**src/core/tmr_consts.svh**
```systemverilog
// register offsets, field positions, reset values and codes of the 16-bit timer
`ifndef TMR_CONSTS_SVH
`define TMR_CONSTS_SVH

// ----------------------------------------------------------------
// register byte offsets
// ----------------------------------------------------------------
`define TMR_OFF_CTRL      12'h000
`define TMR_OFF_EVCTRL    12'h004
`define TMR_OFF_RELOAD    12'h008
`define TMR_OFF_COUNT     12'h00c

// ----------------------------------------------------------------
// control register fields
// ----------------------------------------------------------------
`define TMR_CTRL_EN       0
`define TMR_CTRL_RST      1
`define TMR_CTRL_MODE_LO  2
`define TMR_CTRL_MODE_HI  3
`define TMR_CTRL_DIR      5
`define TMR_CTRL_RWRAP    7

// ----------------------------------------------------------------
// clock and event control fields
// ----------------------------------------------------------------
`define TMR_EVC_TCLK_LO   0
`define TMR_EVC_TCLK_HI   3
`define TMR_EVC_EDGE_LO   5
`define TMR_EVC_EDGE_HI   6
`define TMR_EVC_EVT       7

// ----------------------------------------------------------------
// codes and values
// ----------------------------------------------------------------
`define TMR_MODE_TIMER    2'h0
`define TMR_MODE_EVENT    2'h1
`define TMR_MODE_ONESHOT  2'h2
`define TMR_MODE_RSVD     2'h3
`define TMR_EDGE_RISE     2'h0
`define TMR_EDGE_FALL     2'h1
`define TMR_EDGE_BOTH     2'h2
`define TMR_EDGE_NONE     2'h3
`define TMR_CNT_MAX       16'hffff
`define TMR_CNT_MIN       16'h0000
`define TMR_CNT_ONE       16'h0001
`define TMR_RELOAD_RST    16'h0000
`define TMR_TCLK_RST      4'h0
`define TMR_PRE_ONE       16'h0001
`define TMR_ZERO16        16'h0000

`endif

```
**src/core/tmr_pkg.sv**
```systemverilog
// types shared by the 16-bit timer files
`include "tmr_consts.svh"

package tmr_pkg;

  // ----------------------------------------------------------------
  // modes, edge qualifiers and one-shot states
  // ----------------------------------------------------------------
  typedef enum logic [1:0] {
    MODE_TIMER   = `TMR_MODE_TIMER,
    MODE_EVENT   = `TMR_MODE_EVENT,
    MODE_ONESHOT = `TMR_MODE_ONESHOT,
    MODE_RSVD    = `TMR_MODE_RSVD
  } tmr_mode_t;

  typedef enum logic [1:0] {
    EDGE_RISE = `TMR_EDGE_RISE,
    EDGE_FALL = `TMR_EDGE_FALL,
    EDGE_BOTH = `TMR_EDGE_BOTH,
    EDGE_NONE = `TMR_EDGE_NONE
  } tmr_edge_t;

  typedef enum logic [1:0] {
    OS_IDLE = 2'b01,
    OS_RUN  = 2'b10
  } tmr_os_state_t;

endpackage : tmr_pkg

```
**src/core/tmr_tick_gen.sv**
```systemverilog
// timer clock prescaler and overflow-edge qualifier for the 16-bit timer
`timescale 1ns/1ns
`include "tmr_consts.svh"

module tmr_tick_gen
(
  // clock and reset
  input  wire logic       ref_clk_in,
  input  wire logic       rst_b_in,
  // configuration
  input  wire logic [3:0] tclk_sel_in,
  input  wire logic [1:0] edge_sel_in,
  // overflow from the preceding timer, same clock domain
  input  wire logic       ovf_in,
  // tick strobes
  output logic            clk_tick_out,
  output logic            evt_tick_out
);

  logic [14:0] prescale_reg;
  logic [14:0] prescale_next;
  logic [14:0] pre_mask;
  logic        pre_hit;
  logic        ovf_prev_reg;
  logic        ovf_rise;
  logic        ovf_fall;
  logic        evt_qual;
  logic        clk_tick_reg;
  logic        evt_tick_reg;

  // ----------------------------------------------------------------
  // prescaler: tick every 2^tclk_sel cycles
  // ----------------------------------------------------------------
  assign pre_mask      = 15'((`TMR_PRE_ONE << tclk_sel_in) - `TMR_PRE_ONE);
  assign pre_hit       = (prescale_reg & pre_mask) == pre_mask;
  assign prescale_next = 15'(prescale_reg + 15'h0001);

  // ----------------------------------------------------------------
  // edge qualifier on the preceding timer's overflow
  // ----------------------------------------------------------------
  assign ovf_rise = ovf_in & ~ovf_prev_reg;
  assign ovf_fall = ~ovf_in & ovf_prev_reg;
  assign evt_qual = (edge_sel_in == tmr_pkg::EDGE_RISE) ? ovf_rise :
                    (edge_sel_in == tmr_pkg::EDGE_FALL) ? ovf_fall :
                    (edge_sel_in == tmr_pkg::EDGE_BOTH) ? (ovf_rise | ovf_fall) :
                    1'b0;

  // registered strobes, one cycle of latency each
  always_ff @(posedge ref_clk_in or negedge rst_b_in)
  begin
    if (!rst_b_in)
    begin
      prescale_reg <= 15'h0000;
      ovf_prev_reg <= 1'b0;
      clk_tick_reg <= 1'b0;
      evt_tick_reg <= 1'b0;
    end
    else
    begin
      prescale_reg <= prescale_next;
      ovf_prev_reg <= ovf_in;
      clk_tick_reg <= pre_hit;
      evt_tick_reg <= evt_qual;
    end
  end

  assign clk_tick_out = clk_tick_reg;
  assign evt_tick_out = evt_tick_reg;

  // ----------------------------------------------------------------
  // checks
  // ----------------------------------------------------------------
  property p_edge_rise;
    @(posedge ref_clk_in) disable iff (!rst_b_in)
    (edge_sel_in == tmr_pkg::EDGE_RISE) && ovf_in && !ovf_prev_reg |=> evt_tick_out;
  endproperty
  a_edge_rise: assert property (p_edge_rise) else $error("rising edge not counted");

  property p_edge_fall_only;
    @(posedge ref_clk_in) disable iff (!rst_b_in)
    (edge_sel_in == tmr_pkg::EDGE_FALL) && ovf_in |=> !evt_tick_out;
  endproperty
  a_edge_fall_only: assert property (p_edge_fall_only) else $error("tick on wrong edge");

endmodule : tmr_tick_gen

```
**src/core/tmr_timer16.sv**
```systemverilog
// 16-bit timer with event counting and one-shot modes behind an APB slave
`timescale 1ns/1ns
`include "tmr_consts.svh"

module tmr_timer16
#(
  parameter int ADDR_W = 12
)
(
  // clock and reset
  input  wire logic              ref_clk_in,
  input  wire logic              rst_b_in,
  // apb slave
  input  wire logic [ADDR_W-1:0] paddr_in,
  input  wire logic              psel_in,
  input  wire logic              penable_in,
  input  wire logic              pwrite_in,
  input  wire logic [31:0]       pwdata_in,
  output logic [31:0]            prdata_out,
  output logic                   pready_out,
  output logic                   pslverr_out,
  // timer chain
  input  wire logic              ovf_in,
  output logic                   ovf_out,
  // interrupt request pulse
  output logic                   irq_out
);

  // ----------------------------------------------------------------
  // declarations
  // ----------------------------------------------------------------
  tmr_pkg::tmr_mode_t     mode_reg;
  tmr_pkg::tmr_os_state_t os_reg;
  tmr_pkg::tmr_os_state_t os_next;
  logic        en_reg;
  logic        en_next;
  logic        rst_pend_reg;
  logic        rst_pend_next;
  logic        dir_up_reg;
  logic        rwrap_reg;
  logic        evt_sel_reg;
  logic [1:0]  edge_reg;
  logic [3:0]  tclk_reg;
  logic [15:0] reload_reg;
  logic [15:0] cnt_reg;
  logic [15:0] cnt_next;
  logic        pend_reg;
  logic        pend_next;
  logic        wrap_reg;
  logic        wrap_next;
  logic [31:0] prdata_reg;
  logic        pslverr_reg;
  logic        clk_tick;
  logic        evt_tick;

  // ----------------------------------------------------------------
  // apb decode
  // ----------------------------------------------------------------
  logic        wr_en;
  logic        wr_ctrl;
  logic        wr_evc;
  logic        wr_reload;
  logic        rd_setup;
  logic        hit_ctrl;
  logic        hit_evc;
  logic        hit_reload;
  logic        hit_count;
  logic        unmapped;
  logic [31:0] ctrl_word;
  logic [31:0] evc_word;
  logic [31:0] rd_word;

  assign hit_ctrl   = paddr_in == ADDR_W'(`TMR_OFF_CTRL);
  assign hit_evc    = paddr_in == ADDR_W'(`TMR_OFF_EVCTRL);
  assign hit_reload = paddr_in == ADDR_W'(`TMR_OFF_RELOAD);
  assign hit_count  = paddr_in == ADDR_W'(`TMR_OFF_COUNT);
  assign unmapped   = !(hit_ctrl | hit_evc | hit_reload | hit_count);
  assign wr_en      = psel_in & penable_in & pwrite_in;
  assign wr_ctrl    = wr_en & hit_ctrl;
  assign wr_evc     = wr_en & hit_evc;
  assign wr_reload  = wr_en & hit_reload;
  assign rd_setup   = psel_in & !penable_in;

  // read words, reserved bits read as zero
  always_comb
  begin
    ctrl_word                                     = 32'h0000_0000;
    ctrl_word[`TMR_CTRL_EN]                       = en_reg;
    ctrl_word[`TMR_CTRL_RST]                      = rst_pend_reg;
    ctrl_word[`TMR_CTRL_MODE_HI:`TMR_CTRL_MODE_LO] = mode_reg;
    ctrl_word[`TMR_CTRL_DIR]                      = dir_up_reg;
    ctrl_word[`TMR_CTRL_RWRAP]                    = rwrap_reg;
    evc_word                                      = 32'h0000_0000;
    evc_word[`TMR_EVC_TCLK_HI:`TMR_EVC_TCLK_LO]   = tclk_reg;
    evc_word[`TMR_EVC_EDGE_HI:`TMR_EVC_EDGE_LO]   = edge_reg;
    evc_word[`TMR_EVC_EVT]                        = evt_sel_reg;
  end

  assign rd_word = hit_ctrl   ? ctrl_word :
                   hit_evc    ? evc_word :
                   hit_reload ? {`TMR_ZERO16, reload_reg} :
                   hit_count  ? {`TMR_ZERO16, cnt_reg} :
                   32'h0000_0000;

  // read data captured in setup so it comes from a flop; zero wait states
  always_ff @(posedge ref_clk_in or negedge rst_b_in)
  begin
    if (!rst_b_in)
    begin
      prdata_reg  <= 32'h0000_0000;
      pslverr_reg <= 1'b0;
    end
    else if (rd_setup)
    begin
      prdata_reg  <= pwrite_in ? 32'h0000_0000 : rd_word;
      pslverr_reg <= unmapped;
    end
  end

  assign prdata_out  = prdata_reg;
  assign pready_out  = psel_in & penable_in;
  assign pslverr_out = pslverr_reg & psel_in & penable_in;

  // ----------------------------------------------------------------
  // configuration registers written only by software
  // ----------------------------------------------------------------
  always_ff @(posedge ref_clk_in or negedge rst_b_in)
  begin
    if (!rst_b_in)
    begin
      mode_reg    <= tmr_pkg::MODE_TIMER;
      dir_up_reg  <= 1'b0;
      rwrap_reg   <= 1'b0;
      evt_sel_reg <= 1'b0;
      edge_reg    <= `TMR_EDGE_RISE;
      tclk_reg    <= `TMR_TCLK_RST;
      reload_reg  <= `TMR_RELOAD_RST;
    end
    else
    begin
      if (wr_ctrl)
      begin
        mode_reg  <= tmr_pkg::tmr_mode_t'(pwdata_in[`TMR_CTRL_MODE_HI:`TMR_CTRL_MODE_LO]);
        dir_up_reg <= pwdata_in[`TMR_CTRL_DIR];
        rwrap_reg  <= pwdata_in[`TMR_CTRL_RWRAP];
      end
      if (wr_evc)
      begin
        tclk_reg    <= pwdata_in[`TMR_EVC_TCLK_HI:`TMR_EVC_TCLK_LO];
        edge_reg    <= pwdata_in[`TMR_EVC_EDGE_HI:`TMR_EVC_EDGE_LO];
        evt_sel_reg <= pwdata_in[`TMR_EVC_EVT];
      end
      if (wr_reload)
        reload_reg <= pwdata_in[15:0];
    end
  end

  // ----------------------------------------------------------------
  // tick sources
  // ----------------------------------------------------------------
  tmr_tick_gen u_tick
  (
    .ref_clk_in   (ref_clk_in),
    .rst_b_in     (rst_b_in),
    .tclk_sel_in  (tclk_reg),
    .edge_sel_in  (edge_reg),
    .ovf_in       (ovf_in),
    .clk_tick_out (clk_tick),
    .evt_tick_out (evt_tick)
  );

  // ----------------------------------------------------------------
  // counter control
  // ----------------------------------------------------------------
  logic        is_event;
  logic        is_oneshot;
  logic        cnt_tick;
  logic        os_tick;
  logic        os_start;
  logic        running;
  logic        at_min;
  logic        at_max;
  logic [15:0] rst_load;
  logic [15:0] cnt_dec;
  logic [15:0] cnt_inc;

  assign is_event   = mode_reg == tmr_pkg::MODE_EVENT;
  assign is_oneshot = mode_reg == tmr_pkg::MODE_ONESHOT;
  assign cnt_tick   = is_event ? evt_tick : clk_tick;
  assign os_tick    = evt_sel_reg ? evt_tick : clk_tick;
  assign os_start   = en_reg & (evt_sel_reg ? evt_tick : 1'b1);
  assign running    = is_oneshot ? (os_reg == tmr_pkg::OS_RUN) :
                      (en_reg & (mode_reg != tmr_pkg::MODE_RSVD));
  assign at_min     = cnt_reg == `TMR_CNT_MIN;
  assign at_max     = cnt_reg == `TMR_CNT_MAX;
  assign rst_load   = (is_event & dir_up_reg) ? `TMR_CNT_MIN : reload_reg;
  assign cnt_dec    = cnt_reg - `TMR_CNT_ONE;
  assign cnt_inc    = cnt_reg + `TMR_CNT_ONE;

  // next state; hardware clears come first so a software set wins
  always_comb
  begin
    cnt_next      = cnt_reg;
    en_next       = en_reg;
    rst_pend_next = rst_pend_reg;
    pend_next     = pend_reg;
    os_next       = os_reg;
    wrap_next     = 1'b0;
    if (rst_pend_reg)
    begin
      // reset cycle: stop, load, clear enable, self clear; no interrupt
      cnt_next      = rst_load;
      en_next       = 1'b0;
      rst_pend_next = 1'b0;
      pend_next     = 1'b0;
      os_next       = tmr_pkg::OS_IDLE;
    end
    else
    begin
      case (mode_reg)
        tmr_pkg::MODE_TIMER,
        tmr_pkg::MODE_EVENT:
        begin
          if (en_reg && cnt_tick)
          begin
            if (is_event && dir_up_reg)
            begin
              wrap_next = at_max;
              cnt_next  = !at_max ? cnt_inc :
                          rwrap_reg ? reload_reg : `TMR_CNT_MIN;
            end
            else
            begin
              wrap_next = at_min;
              cnt_next  = !at_min ? cnt_dec :
                          (rwrap_reg || pend_reg) ? reload_reg : `TMR_CNT_MAX;
              if (at_min)
                pend_next = 1'b0;
            end
          end
        end
        tmr_pkg::MODE_ONESHOT:
        begin
          case (os_reg)
            tmr_pkg::OS_IDLE:
            begin
              if (os_start)
              begin
                cnt_next  = reload_reg;
                pend_next = 1'b0;
                os_next   = tmr_pkg::OS_RUN;
              end
            end
            tmr_pkg::OS_RUN:
            begin
              if (os_tick)
              begin
                en_next = 1'b0;
                if (at_min)
                begin
                  // stop here whatever reload_on_wrap says
                  wrap_next = 1'b1;
                  os_next   = tmr_pkg::OS_IDLE;
                  cnt_next  = pend_reg ? reload_reg : `TMR_CNT_MIN;
                  pend_next = 1'b0;
                end
                else
                  cnt_next = cnt_dec;
              end
            end
            default:
              os_next = tmr_pkg::OS_IDLE;
          endcase
        end
        default:
          cnt_next = cnt_reg;
      endcase
      // reload writes: copy now when stopped, defer when running
      if (wr_reload && !running)
        cnt_next = pwdata_in[15:0];
      else if (wr_reload)
        pend_next = 1'b1;
    end
    if (wr_ctrl)
    begin
      en_next       = pwdata_in[`TMR_CTRL_EN];
      rst_pend_next = rst_pend_next | pwdata_in[`TMR_CTRL_RST];
    end
  end

  // counter state flops
  always_ff @(posedge ref_clk_in or negedge rst_b_in)
  begin
    if (!rst_b_in)
    begin
      cnt_reg      <= `TMR_CNT_MIN;
      en_reg       <= 1'b0;
      rst_pend_reg <= 1'b0;
      pend_reg     <= 1'b0;
      os_reg       <= tmr_pkg::OS_IDLE;
      wrap_reg     <= 1'b0;
    end
    else
    begin
      cnt_reg      <= cnt_next;
      en_reg       <= en_next;
      rst_pend_reg <= rst_pend_next;
      pend_reg     <= pend_next;
      os_reg       <= os_next;
      wrap_reg     <= wrap_next;
    end
  end

  // one pulse serves both the interrupt and the next timer in the chain
  assign irq_out = wrap_reg;
  assign ovf_out = wrap_reg;

  // ----------------------------------------------------------------
  // checks
  // ----------------------------------------------------------------
  property p_rst_cycle;
    @(posedge ref_clk_in) disable iff (!rst_b_in)
    rst_pend_reg && !wr_ctrl |=> cnt_reg == $past(rst_load) && !en_reg && !rst_pend_reg;
  endproperty
  a_rst_cycle: assert property (p_rst_cycle) else $error("reset cycle wrong");

  property p_evt_down;
    @(posedge ref_clk_in) disable iff (!rst_b_in)
    is_event && en_reg && evt_tick && !dir_up_reg && !at_min && !rst_pend_reg && !wr_reload
    |=> cnt_reg == $past(cnt_dec) && !irq_out;
  endproperty
  a_evt_down: assert property (p_evt_down) else $error("event down count wrong");

  property p_evt_up;
    @(posedge ref_clk_in) disable iff (!rst_b_in)
    is_event && en_reg && evt_tick && dir_up_reg && !at_max && !rst_pend_reg
    |=> cnt_reg == $past(cnt_reg) + `TMR_CNT_ONE;
  endproperty
  a_evt_up: assert property (p_evt_up) else $error("event up count wrong");

  property p_underflow;
    @(posedge ref_clk_in) disable iff (!rst_b_in)
    is_event && en_reg && evt_tick && !dir_up_reg && at_min && !pend_reg && !rst_pend_reg
    && !wr_reload |=> irq_out && cnt_reg == ($past(rwrap_reg) ? $past(reload_reg) : `TMR_CNT_MAX);
  endproperty
  a_underflow: assert property (p_underflow) else $error("underflow wrap wrong");

  property p_overflow;
    @(posedge ref_clk_in) disable iff (!rst_b_in)
    is_event && en_reg && evt_tick && dir_up_reg && at_max && !rst_pend_reg
    |=> irq_out && ovf_out && cnt_reg == ($past(rwrap_reg) ? $past(reload_reg) : `TMR_CNT_MIN);
  endproperty
  a_overflow: assert property (p_overflow) else $error("overflow wrap wrong");

  property p_evt_hold;
    @(posedge ref_clk_in) disable iff (!rst_b_in)
    is_event && !en_reg && !rst_pend_reg && !wr_reload |=> $stable(cnt_reg) && !irq_out;
  endproperty
  a_evt_hold: assert property (p_evt_hold) else $error("counter moved while disabled");

  property p_os_start;
    @(posedge ref_clk_in) disable iff (!rst_b_in)
    is_oneshot && os_reg == tmr_pkg::OS_IDLE && en_reg && !evt_sel_reg && !rst_pend_reg
    && !wr_reload |=> os_reg == tmr_pkg::OS_RUN && cnt_reg == $past(reload_reg);
  endproperty
  a_os_start: assert property (p_os_start) else $error("one-shot start wrong");

  property p_os_en_clear;
    @(posedge ref_clk_in) disable iff (!rst_b_in)
    is_oneshot && os_reg == tmr_pkg::OS_RUN && os_tick && !wr_ctrl |=> !en_reg;
  endproperty
  a_os_en_clear: assert property (p_os_en_clear) else $error("enable not cleared");

  property p_os_stop;
    @(posedge ref_clk_in) disable iff (!rst_b_in)
    is_oneshot && os_reg == tmr_pkg::OS_RUN && os_tick && at_min && !rst_pend_reg
    |=> irq_out && os_reg == tmr_pkg::OS_IDLE ##1 !irq_out;
  endproperty
  a_os_stop: assert property (p_os_stop) else $error("one-shot stop wrong");

  property p_read_count;
    @(posedge ref_clk_in) disable iff (!rst_b_in)
    rd_setup && !pwrite_in && hit_count |=> prdata_out == {`TMR_ZERO16, $past(cnt_reg)};
  endproperty
  a_read_count: assert property (p_read_count) else $error("count read wrong");

endmodule : tmr_timer16

```
**config.mk**
```make
export PLATFORM = sky130hd
export DESIGN_NAME = tmr_timer16
export DESIGN_NICKNAME = d
export VERILOG_FILES = /design/src/core/tmr_pkg.sv /design/src/core/tmr_tick_gen.sv /design/src/core/tmr_timer16.sv
export VERILOG_INCLUDE_DIRS = /design/src /design/src/core
export SDC_FILE = /design/constraint.sdc
export NUM_CORES = 1
export LEC_CHECK = 0
export BUFFER_PORTS_ARGS = -buffer_cell sky130_fd_sc_hd__buf_2
export CAP_MARGIN = 20
export CORE_MARGIN = 2
export CORE_UTILIZATION = 62
export DETAILED_ROUTE_END_ITERATION = 10
export GPL_TIMING_DRIVEN = 0
export PLACE_DENSITY = 0.86
export SYNTH_ARGS = -nofsm -noshare
export SYNTH_HDL_FRONTEND = slang
export SYNTH_SLANG_ARGS = --single-unit
```
**constraint.sdc**
```tcl
create_clock -name ref_clk_in -period 5.8 [get_ports ref_clk_in]
set_input_delay 1.16 -clock ref_clk_in [delete_from_list [all_inputs] [get_ports ref_clk_in]]
set_output_delay 1.16 -clock ref_clk_in [all_outputs]
set_load 0.02 [all_outputs]
```
Yosys cells after proc, flatten, opt, wreduce, memory -nomap -nowiden
Index checks and enable logic that the tools add are counted.
{"block": "totals", "register_bits": 100, "wordCells": 139, "output_inout_bits": 36, "in_bits": 50}
{"block": "classes", "muxes": 56, "n_bitwise": 20, "shifts": 1, "n_eq_ne": 19, "addsub": 4, "n_reduce_logical": 20}
{"op": "two-way mux 16 bit", "n": 18}
{"op": "case mux 16 bit (2 select lines)", "n": 2}
{"op": "two-way mux 1 bit", "n": 27}
{"op": "== test 12 x 4 -> 1 bit (second input constant)", "n": 2}
{"op": "adder 16 x 1 -> 16 bit (second input constant)", "n": 1}
{"op": "== test 16 bit (second input constant)", "n": 1}
{"op": "zero test 16 bit", "n": 1}
{"op": "subtractor 16 x 1 -> 16 bit (second input constant)", "n": 1}
{"op": "adder 15 x 1 -> 15 bit (second input constant)", "n": 1}
{"op": "bitwise AND 15 bit", "n": 1}
{"op": "== test 15 bit", "n": 1}
{"op": "<< shifter 1 x 4 -> 15 bit (first input constant)", "n": 1}
{"op": "subtractor 15 x 1 -> 15 bit (second input constant)", "n": 1}
{"op": "bitwise AND 1 bit", "n": 13}
{"op": "== test 12 x 3 -> 1 bit (second input constant)", "n": 1}
{"op": "zero test 12 bit", "n": 1}
{"op": "two-way mux 2 bit", "n": 5}
{"op": "!= test 3 bit (second input constant)", "n": 3}
{"op": "nonzero test 3 bit", "n": 3}
{"op": "== test 2 x 1 -> 1 bit (second input constant)", "n": 3}
{"op": "== test 2 bit (second input constant)", "n": 3}
{"op": "case mux 1 bit (2 select lines)", "n": 3}
{"op": "!= test 5 x 2 -> 1 bit (second input constant)", "n": 1}
{"op": "!= test 5 x 4 -> 1 bit (second input constant)", "n": 1}
{"op": "other kinds (16)", "n": 25}

Logic depth before layout (Yosys ltp)
Gate-level depths: netlist (run 1).
{"block": "depth", "depth_word": 8, "depth_mapped": 11, "ltp_nobuf": 9}

Modules after synthesis
From an unflattened synthesis (run 1), not the netlist that was laid out.
{"block": "hier_totals", "cells_unflattened": 649, "area_unflattened_um2": 5783.0}
{"module": "tmr_timer16", "seq_area_each_um2": 1652.8, "area_per_inst_um2": 4755.8, "instances": 1, "cells_per_inst": 538}
{"module": "tmr_tick_gen", "seq_area_each_um2": 450.4, "area_per_inst_um2": 1027.2, "instances": 1, "cells_per_inst": 111}

Least setup slack after synthesis (run 1)
Ideal clock, no wire load.
{"block": "synth_timing", "kind": "input to register", "from": "input port paddr_in[2]", "to": "register cnt_reg[15]", "slack_ps": 2843, "t_required_ps": 5665, "arrival_ps": 2822, "setup_ps": 135, "path_buffers": 2, "cell_stages": 8, "cell_sequence": "clkbuf_1 > and3b_1 > and4_1 > buf_2 > and2_1 > or4_1 > a221oi_2 > o31ai_1"}
{"block": "synth_between", "elab_chain_len": 5, "word_cells_on_any_way": 11, "cone_classes": "eq/ne: 5; mux: 2; bitwise: 1; reduce/logical: 3"}
{"element": "start, declared", "line": "tmr_timer16.sv:14", "source": "input wire logic [ADDR_W-1:0] paddr_in,"}
{"element": "== test 12 x 4 -> 1 bit (*)", "line": "tmr_timer16.sv:75", "source": "assign hit_reload = paddr_in == ADDR_W'(`TMR_OFF_RELOAD);"}
{"element": "bitwise AND 1 bit (*)", "line": "tmr_timer16.sv:81", "source": "assign wr_reload = wr_en & hit_reload;"}
{"element": "logical AND 1 bit (*)", "line": "tmr_timer16.sv:279", "source": "if (wr_reload && !running)"}
{"element": "!= test 5 x 2 -> 1 bit (no source line), or another cell as far along"}
{"element": "AND reduction 5 bit (no source line) / two-way mux 16 bit (equally long branches)"}
{"element": "end signal, assigned", "line": "tmr_timer16.sv:296", "source": "cnt_reg <= `TMR_CNT_MIN;"}
{"element": "end signal, assigned", "line": "tmr_timer16.sv:305", "source": "cnt_reg <= cnt_next;"}
{"element": "end, declared", "line": "tmr_timer16.sv:45", "source": "logic [15:0] cnt_reg;"}
Mark *: on every way between the ends. The rest lies on a longest branch, timed or not.
A chain may end at the register's enable or synchronous reset.

Worst setup path in the final report (run 1)
{"block": "layout_timing", "from": "input port paddr_in[7]", "to": "register cnt_reg[10]"}
The elaborated chain is that of the path after synthesis.

==> results.json, run 1 <==
{
  "setup_ws_ps": 2371,
  "fin_cells": 839,
  "irDropWorstVdd_v": 0.0001598,
  "final_hold_viol_count": 0,
  "core_mm2": 0.008806,
  "first_iter_violations": 658,
  "cts_buffers": 9,
  "place_ws_ps": 2099,
  "grt.total_usage": 0.3804,
  "syn_area_per_cell_um2": 8.747,
  "worst_pin_slew_ps": 1140,
  "layout-drive-gt1-share": 0.1847,
  "gp_congestion": 1.040,
  "maxSlewHeadroom": 0.2327,
  "num_antenna_cells": 0,
  "dr_total_vias": 5711,
  "path_cells": "buf_2 > nor4_1 > nand4_1 > nor2_1 > nor3_2 > o21ai_0 > o21ai_0 > a221o_1",
  "root_buffer": "clkbuf_8",
  "synth_ff_type": "dfrtp_1",
  "cts_htree_levels": 3,
  "grt_antenna_before_repair": 0,
  "cts.repair.resized": 0,
  "setup_viol": 0,
  "io_pins": 86,
  "synth_edf_count": 0,
  "syn2layout_area_growth_pct": 12.36,
  "status": "completed",
  "start_kind": "input port",
  "fin_area_mm2": 0.006359,
  "floorplan.rows": 34,
  "yosysWarnings": 0,
  "start_util": 0.6427,
  "setup_tns_ps": 0,
  "synth_top_cells_by_area": "dfrtp_1 37%, mux2_2 5.6%, nand2_1 3.5%, nor2_1 3.5%, a21oi_1 3.4%",
  "post_cts_buffers": 0,
  "worst_ep_arrival_time_ps": 3680,
  "vias_per_cell": 6.807,
  "drc": 0,
  "ant_nets": 0,
  "crit_fanout": 10,
  "synthTopCellsByCount": "83 x dfrtp_1, 53 x nand2_1, 53 x nor2_1",
  "dieArea_mm2": 0.009908,
  "path_class": "in -> reg",
  "min_period_ps": 3429,
  "nets": 785,
  "die_width_um": 99.54,
  "rsz0062_at_grt": "false",
  "fill_cells": 691,
  "grt_max_degree": 67,
  "port_buffers": 52,
  "holdCritPathClass": "reg -> reg",
  "cts_buffer_depth": 2,
  "finalPower_mw": 1.649,
  "grt_pass1_wl_mm": 28.99,
  "synth_top_family_by_area": "simple AND/OR/NAND/NOR gates",
  "slowest_delay_ps": 680,
  "synthAdderAreaFrac": 0.01990,
  "cellPowerDensity_mw_per_mm2": 259.3,
  "ys_ff_latch": 84,
  "synth_top_area_share": 0.3670,
  "synth_top_area_cell": "dfrtp_1",
  "timing.hold.ws_ps": 488.0,
  "hold_buffers": 0,
  "insertion_delay_ps": 370,
  "slew_viol_final": 0,
  "end_kind": "flip-flop",
  "grt_remaining_overflow": 0,
  "r2r_slack_ps": 2420,
  "cp.required_ps": 6050,
  "maxCapViolCount": 0,
  "placed_cells": 823,
  "synth-simple-area-share": 0.2202,
  "syn_inst": 647,
  "static-leakage-power_nw": 2.825,
  "slowest_stage": "nor2_1",
  "grt_pass1_vias": 5529,
  "cts_tree": "yes",
  "syn-cell-area_mm2": 0.005659,
  "numClockSinks": 84,
  "finClkSkew_ps": 13.97,
  "place_area_mm2": 0.006141,
  "synthXorXnorAreaFrac": 0.04179,
  "fmax_ghz": 0.2916,
  "period_share": 0.5912,
  "path_clk_slew_ps": 100,
  "wirelength_mm": 18.55,
  "yosysMostFrequentCell": "dfrtp_1",
  "cpMostUsedCell": "o21ai_0",
  "wl_per_cell_um": 22.10,
  "die_h_um": 99.54,
  "netlist-cell-type-count": 67,
  "ys_seq_area_frac": 0.3717,
  "synth-compound-area-share": 0.2003,
  "final_util": 0.7221,
  "muxShareOfSynthArea": 0.08048,
  "synthArstFlopShare": 1.000,
  "firstDrtPassIters": 6,
  "hpwl_mm": 13.64
}
[final cells by class]
class	instances	area [µm²]	share of cell area
multi-input cells	501	3244	0.5102
flip-flops and latches	84	2103	0.3308
plain buffers	57	292.8	0.04604
repair buffers	53	290.3	0.04565
clock buffers	11	151.4	0.02381
well taps	108	135.1	0.02125
inverters	20	75.07	0.01181
clock inverters	5	66.31	0.01043
[routing by layer]
metal	global-route usage	vias to the layer above	part of all wire	routed length [µm]
li1	-	2524	-	-
met1	0.4807	2708	0.39	7235
met2	0.6143	407	0.46	8478
met3	0.07871	72	0.098	1820
met4	0.1992	0	0.054	1010
met5	0.02564	-	0	0
[where the power goes]
part           internal, mW  switching [mW]
logic                 0.188           0.315
registers             0.627          0.0466
clock network         0.229           0.243
[cells by family after synthesis]
family | Yosys count
xor+xnor | 27
simple gates | 237
flops | 84
other cells | 1
mux | 42
buf+inv | 77
fa+ha+maj | 9
compound gates | 170
[worst max-delay path, delay by kind of cell]
kind,cells,cell delay (ps)
and+or+nand+nor,4,1710
buffers and inverters,1,90
AOI/OAI and AO/OA,3,700
[path summary, 6_finish.rpt]
| check | cells past startpoint | from | end |
|---|---|---|---|
| worst min-delay path | 2 | prdata_out[8] | prdata_out[8] |
| max in group asynchronous | 2 | rst_b_in | os_reg[0] |
| worst max-delay path | 8 | paddr_in[7] | cnt_reg[10] |
| worst min register to register | 2 | prdata_out[8] | prdata_out[8] |
| min in group asynchronous | 1 | rst_b_in | prdata_out[15] |
| worst max register to register | 8 | cnt_reg[8] | cnt_reg[14] |
[layout by cell type (no fill, tap or decap), types with 4 or more instances in the layout]
cell type	synthesis	final
dfrtp_1	83	83
buf_2	6	57
nand2_1	53	53
nor2_1	53	53
a21oi_1	39	39
o21ai_0	38	38
clkbuf_1	32	32
mux2_2	28	28
nand3_1	26	26
inv_1	20	20
buf_4	17	18
xnor2_1	17	17
nor3_1	16	16
conb_1	1	16
mux2i_1	14	14
o31ai_1	13	13
nor4_1	13	13
nand4_1	11	11
clkbuf_8	0	11
xor2_1	10	10
o22ai_1	10	10
a221o_1	10	10
a22oi_1	9	9
or3_1	9	9
ha_1	9	9
and3_1	8	8
a211oi_1	7	7
a31oi_1	6	6
and2_1	6	6
or4_1	6	6
nand2b_1	5	5
nor3_2	5	5
a21o_1	4	4
nand3b_1	4	4
nor2b_1	4	4
and4_1	4	4
Note: power is estimated with default switching activity, not from simulation.
==> inputs of run 2 (changes only) <==
--- a/config.mk
+++ b/config.mk
@@ -6,13 +6,14 @@
 export SDC_FILE = /design/constraint.sdc
 export NUM_CORES = 1
 export LEC_CHECK = 0
+export ABC_AREA = 1
 export BUFFER_PORTS_ARGS = -buffer_cell sky130_fd_sc_hd__buf_2
 export CAP_MARGIN = 20
 export CORE_MARGIN = 2
-export CORE_UTILIZATION = 62
+export CORE_UTILIZATION = 59
 export DETAILED_ROUTE_END_ITERATION = 10
 export GPL_TIMING_DRIVEN = 0
-export PLACE_DENSITY = 0.86
+export PLACE_DENSITY = 0.82
 export SYNTH_ARGS = -nofsm -noshare
 export SYNTH_HDL_FRONTEND = slang
 export SYNTH_SLANG_ARGS = --single-unit
==> constraint.sdc (replaced) <==
create_clock -name ref_clk_in -period 3.4 [get_ports ref_clk_in]
set_input_delay 0.68 -clock ref_clk_in [delete_from_list [all_inputs] [get_ports ref_clk_in]]
set_output_delay 0.68 -clock ref_clk_in [all_outputs]
set_load 0.02 [all_outputs]
==> run 2 against run 1 <==
Against the previous run: sequential cell count is the same; count of clock-buffer cells in the layout is the same; critical path depth grew 3; via count grew 17%; routed wire length grew 10%; utilization shrank 4.4 points; combinational power shrank 70%; clock skew shrank 8.5 ps; first-iteration DRC count grew 14%; synthesized cell count grew 43%; global-route usage shrank 0.96 points; critical endpoint is now prdata_out[7].
==> results.json, run 2 <==
{
  "cts_buffer_depth": 2,
  "setup_tns_ps": 0,
  "insertion_delay_ps": 390,
  "ys_seq_area_frac": 0.3391,
  "grt_remaining_overflow": 0,
  "static-leakage-power_nw": 3.753,
  "cts.repair.resized": 0,
  "wirelength_mm": 20.39,
  "seq_area_mm2": 0.002103,
  "synth-simple-area-share": 0.3413,
  "post_cts_buffers": 0,
  "synth_ff_type": "dfrtp_1",
  "dr_total_vias": 6679,
  "fmax_ghz": 0.4078,
  "seqPwrFrac": 0.484,
  "worst_pin_slew_ps": 855.3,
  "synth_top_cells_by_area": "dfrtp_1 33%, nand2_1 15%, nor2_1 6.2%, inv_1 6.0%, nand3_1 5.9%",
  "firstDrtPassIters": 6,
  "grt_max_degree": 57,
  "final_util": 0.6785,
  "finClkSkew_ps": 5.421,
  "synth_edf_count": 0,
  "layout-drive-gt1-share": 0.1464,
  "p_comb_frac": 0.073,
  "hpwl_mm": 15.34,
  "grt_pass1_wl_mm": 31.95,
  "final_common_cell": "nand2_1",
  "core_mm2": 0.01028,
  "cts_buffers": 9,
  "path_cells": "buf_2 > inv_1 > nand2_1 > nor3_2 > nand2_1 > clkbuf_1 > o221ai_1 > o21ai_0 > nand2_1 > nand3_1 > nand2_1",
  "cp_num_buf_inv": 3,
  "maxCapViolCount": 0,
  "path_class": "in -> reg",
  "cpMostUsedCell": "nand2_1",
  "irDropWorstVdd_v": 0.0002821,
  "synth_top_area_cell": "dfrtp_1",
  "root_buffer": "clkbuf_8",
  "synthXorXnorAreaFrac": 0.03389,
  "muxShareOfSynthArea": 0,
  "internal_power_mw": 1.565,
  "num_antenna_cells": 0,
  "io_pins": 86,
  "grt_pass1_vias": 5891,
  "die_h_um": 106.5,
  "netlist-cell-type-count": 44,
  "yosysMostFrequentCell": "nand2_1",
  "start_kind": "input port",
  "crit_fanout": 10,
  "drc": 0,
  "ys_ff_latch": 84,
  "p_switching_uw": 514.5,
  "synth_top_area_share": 0.3349,
  "floorplan.rows": 37,
  "grt_antenna_before_repair": 1,
  "dieArea_mm2": 0.01135,
  "cts_htree_levels": 3,
  "slowest_delay_ps": 430,
  "grt.total_usage": 0.3708,
  "die_width_um": 106.5,
  "synth-compound-area-share": 0.1561,
  "finalPower_mw": 2.079,
  "syn_inst": 926,
  "synthTopCellsByCount": "248 x nand2_1, 102 x nor2_1, 99 x inv_1",
  "synth_top_family_by_area": "simple AND/OR/NAND/NOR gates",
  "min_period_ps": 2452,
  "gp_congestion": 1.035,
  "multi_input_area_mm2": 0.003468,
  "swShare": 0.2474,
  "rsz0062_at_grt": "false",
  "yosysWarnings": 0,
  "final_hold_viol_count": 0,
  "period_share": 0.7213,
  "cp.required_ps": 3730,
  "vias_per_cell": 5.823,
  "port_buffers": 53,
  "fill_cells": 969,
  "worst_ep_arrival_time_ps": 2780,
  "setup_viol": 0,
  "synthArstFlopShare": 1.000,
  "path_clk_slew_ps": 90,
  "maxSlewHeadroom": 0.4298,
  "syn2layout_area_growth_pct": 12.43,
  "wl_per_cell_um": 17.78,
  "first_iter_violations": 752,
  "cts_tree": "yes",
  "hold_buffers": 0,
  "start_util": 0.6035,
  "holdCritPathClass": "in -> async",
  "numClockSinks": 84,
  "power_frac_clock": 0.444,
  "synthAdderAreaFrac": 0.01816,
  "slowest_stage": "nor3_2",
  "syn_area_per_cell_um2": 6.698,
  "ant_nets": 0,
  "slew_viol_final": 0,
  "end_kind": "flip-flop",
  "cellPowerDensity_mw_per_mm2": 298.2,
  "syn-cell-area_mm2": 0.006202,
  "nets": 1065,
  "path_delay_family": "simple AND/OR/NAND/NOR gates",
  "status": "completed",
  "mostFrequentLayoutCells": "248 x nand2_1, 102 x nor2_1, 99 x inv_1, 83 x dfrtp_1, 73 x nand3_1"
}
-- run 2: final cells by class --
| cell class | count | share of cell area |
|---|---|---|
| inverters | 105 | 0.05652 |
| clock buffers | 11 | 0.02028 |
| repair buffers | 54 | 0.04235 |
| clock inverters | 5 | 0.01543 |
| well taps | 136 | 0.02440 |
| plain buffers | 51 | 0.04199 |
| multi-input cells | 701 | 0.4974 |
| flip-flops and latches | 84 | 0.3016 |
-- run 2: logic make-up after synthesis --
kind of cell | after synthesis
compound gates | 168
xor+xnor | 24
fa+ha+maj | 9
buf+inv | 156
flops | 84
other cells | 1
simple gates | 484
-- run 2: worst reg2reg max path, cell delays in order (launching register included) --
cell	delay, ps
dfrtp_1	430
inv_1	240
ha_1	290
inv_1	50
nor2_1	80
nand2_1	70
nor2_2	150
nand2_4	130
inv_2	120
nand2_2	130
nor2_1	230
nor2_1	80
nand2_1	70
nand2_1	40
nand2_1	60
nand2_1	70
a21oi_2	120
-- run 2: final timing paths --
check,slack [ps],startpoint,to,cells after the start
hold / removal,220,rst_b_in,reload_reg[9],1
min in group ref_clk_in,430,ovf_in,u_tick.ovf_prev_reg,1
max in group asynchronous,2520,rst_b_in,os_reg[0],2
hold reg to reg,470,u_tick.prescale_reg[0],u_tick.prescale_reg[0],1
setup / recovery,950,paddr_in[0],prdata_out[7],11
setup reg to reg,990,cnt_reg[0],cnt_reg[11],16
-- run 2: power by group through the flow --
| stage | logic, mW | clock network (mW) | registers [mW] |
|---|---|---|---|
| floorplan | 0.0824 | 0 | 1.02 |
| finish | 0.151 | 0.923 | 1.01 |
| global placement | 0.144 | 0 | 1.02 |
| global route | 0.168 | 0.956 | 1.01 |
| detailed placement | 0.150 | 0 | 1.02 |
| CTS | 0.150 | 0.919 | 1.01 |
-- run 2: layer usage --
| layer | track usage | up-vias | part of all wire |
|---|---|---|---|
| met5 | 0 | - | 0.00064 |
| met4 | 0.1234 | 2 | 0.026 |
| met3 | 0.09503 | 54 | 0.13 |
| met2 | 0.5334 | 443 | 0.42 |
| met1 | 0.5444 | 3046 | 0.42 |
| li1 | - | 3134 | - |
-- run 2: per-stage QoR --
stage	cell area [µm²]	hold WS (ps)	setup WS [ps]	std cells
floorplan	6259	384.4	1385	941
global placement	6694	460.2	684.4	1130
detailed placement	6724	457.5	681.0	1131
CTS	6973	235.7	1026	1147
global route	6973	253.2	756.0	1147
finish	6973	216.2	947.7	1147
==> inputs of run 3 (changes only) <==
==> constraint.sdc (replaced) <==
create_clock -name ref_clk_in -period 2.4 [get_ports ref_clk_in]
set_input_delay 0.48 -clock ref_clk_in [delete_from_list [all_inputs] [get_ports ref_clk_in]]
set_output_delay 0.48 -clock ref_clk_in [all_outputs]
set_load 0.02 [all_outputs]
==> run 3 against run 2 <==
Against the previous run: setup slack worse by 830 ps; cell area is 0.50% higher; sequential cell count stayed put; critical path depth is 1 lower; register-to-register slack worse by 880 ps; via count is 0.94% lower; count of clock-buffer cells in the layout stayed put; largest power group unchanged; highest routed layer unchanged.
==> results.json, run 3 (synthesized netlist as in run 2, its figures left out) <==
{
  "status": "completed",
  "final_hold_viol_count": 0,
  "r2r_end": "cnt_reg[9]",
  "setup_tns_ps": 0,
  "setup.worst_path.end": "cnt_reg[9]",
  "hpwl_mm": 15.34,
  "io_pins": 86,
  "path_class": "reg -> reg",
  "maxCapViolCount": 0,
  "numClockSinks": 84,
  "vias_per_cell": 5.768,
  "firstDrtPassIters": 5,
  "num_antenna_cells": 0,
  "r2r_start": "os_reg[0]",
  "cp.required_ps": 2700,
  "maxSlewHeadroom": 0.4418,
  "period_share": 0.9530,
  "end_kind": "flip-flop",
  "crit_start": "os_reg[0]",
  "crit_fanout": 10,
  "mostFrequentLayoutCells": "247 x nand2_1, 100 x nor2_1, 97 x inv_1, 83 x dfrtp_1, 73 x nand3_1",
  "grt_antenna_before_repair": 1,
  "start_kind": "flip-flop",
  "worst_pin_slew_ps": 834.2,
  "r2r_slack_ps": 110,
  "cellPowerDensity_mw_per_mm2": 418.9,
  "cts.repair.resized": 0,
  "wl_per_cell_um": 17.78,
  "drc": 0,
  "seq_area_mm2": 0.002103,
  "dieArea_mm2": 0.01135,
  "floorplan.rows": 37,
  "wirelength_mm": 20.40,
  "static-leakage-power_nw": 3.753,
  "core_mm2": 0.01028,
  "multi_input_area_mm2": 0.003501,
  "grt_pass1_vias": 5891,
  "irDropWorstVdd_v": 0.0003942,
  "gp_congestion": 1.035,
  "cts_tree": "yes",
  "final_common_cell": "nand2_1",
  "grt_pass1_wl_mm": 31.95,
  "grt.total_usage": 0.3708,
  "die_h_um": 106.5,
  "post_cts_buffers": 0,
  "min_period_ps": 2287,
  "die_width_um": 106.5,
  "cts_buffers": 9,
  "syn2layout_area_growth_pct": 12.99,
  "path_clk_slew_ps": 90,
  "setup_viol": 0,
  "first_iter_violations": 735,
  "nets": 1065,
  "slew_viol_final": 0,
  "dr_total_vias": 6616,
  "hold_buffers": 0,
  "fill_cells": 965,
  "start_util": 0.6035,
  "layout-drive-gt1-share": 0.1543,
  "grt_max_degree": 57,
  "insertion_delay_ps": 380,
  "placed_cells": 1131,
  "reg2reg_depth": 10,
  "holdCritPathClass": "in -> async",
  "grt_remaining_overflow": 0,
  "cts_htree_levels": 3,
  "port_buffers": 53,
  "fmax_ghz": 0.4372,
  "root_buffer": "clkbuf_8",
  "ant_nets": 0,
  "cts_buffer_depth": 2,
  "worst_ep_arrival_time_ps": 2590,
  "timing.hold.ws_ps": 25.04,
  "fin_cells": 1147,
  "finClkSkew_ps": 6.996
}
==> run 3: metal layers <==
metal | wire length (µm) | share of wire | GRT usage | vias to the layer above
met5 | 13 | 0.00064 | 0 | -
li1 | - | - | - | 3133
met3 | 2561 | 0.13 | 0.09503 | 41
met4 | 464 | 0.023 | 0.1234 | 2
met2 | 8609 | 0.42 | 0.5334 | 438
met1 | 8749 | 0.43 | 0.5444 | 3002
==> run 3: cell type report <==
cell class	count	area share
clock buffer	11	0.02018
buffer	51	0.04214
inverter	105	0.05624
sequential	84	0.3001
timing repair buffer	54	0.04214
multi-input combinational	701	0.4996
clock inverter	5	0.01535
tap	136	0.02428
==> run 3: critical path, stage by stage, from the launching register on <==
cell and delay, ps:
dfstp_2 560, inv_1 50, ha_1 310, nand2_4 170, o21ai_2 120, nor3_4 270
nor2_4 50, nand2_2 120, buf_2 330, nor2_1 70, a21oi_1 150
==> run 3: worst min path at each step <==
stage                                 startpoint                     end  cells past startpoint
after floorplan                         rst_b_in              cnt_reg[0]                      0
after global placement    u_tick.prescale_reg[0]  u_tick.prescale_reg[0]                      1
after detailed placement                rst_b_in           reload_reg[9]                      1
after CTS                               rst_b_in           reload_reg[9]                      1
after global routing                    rst_b_in           prdata_out[2]                      1
final                                   rst_b_in           reload_reg[9]                      1
==> run 3: where the power goes <==
group          internal (mW)  switching (mW)  total (mW)
clock network          0.726           0.569        1.30
registers               1.42         0.00467        1.42
logic                 0.0715           0.145       0.216
total                   2.22           0.718        2.94
==> run 3: metrics by stage <==
step | setup WS [ps] | total power [mW] | instance area, µm² | util
after global placement | -115.6 | 1.655 | 6694 | 0.6513
after detailed placement | -119.0 | 1.664 | 6724 | 0.6542
final | 112.8 | 2.936 | 7008 | 0.6819
after CTS | 83.80 | 2.938 | 6973 | 0.6785
after floorplan | 531.6 | 1.568 | 6259 | -
after global routing | -9.226 | 3.019 | 7008 | 0.6819
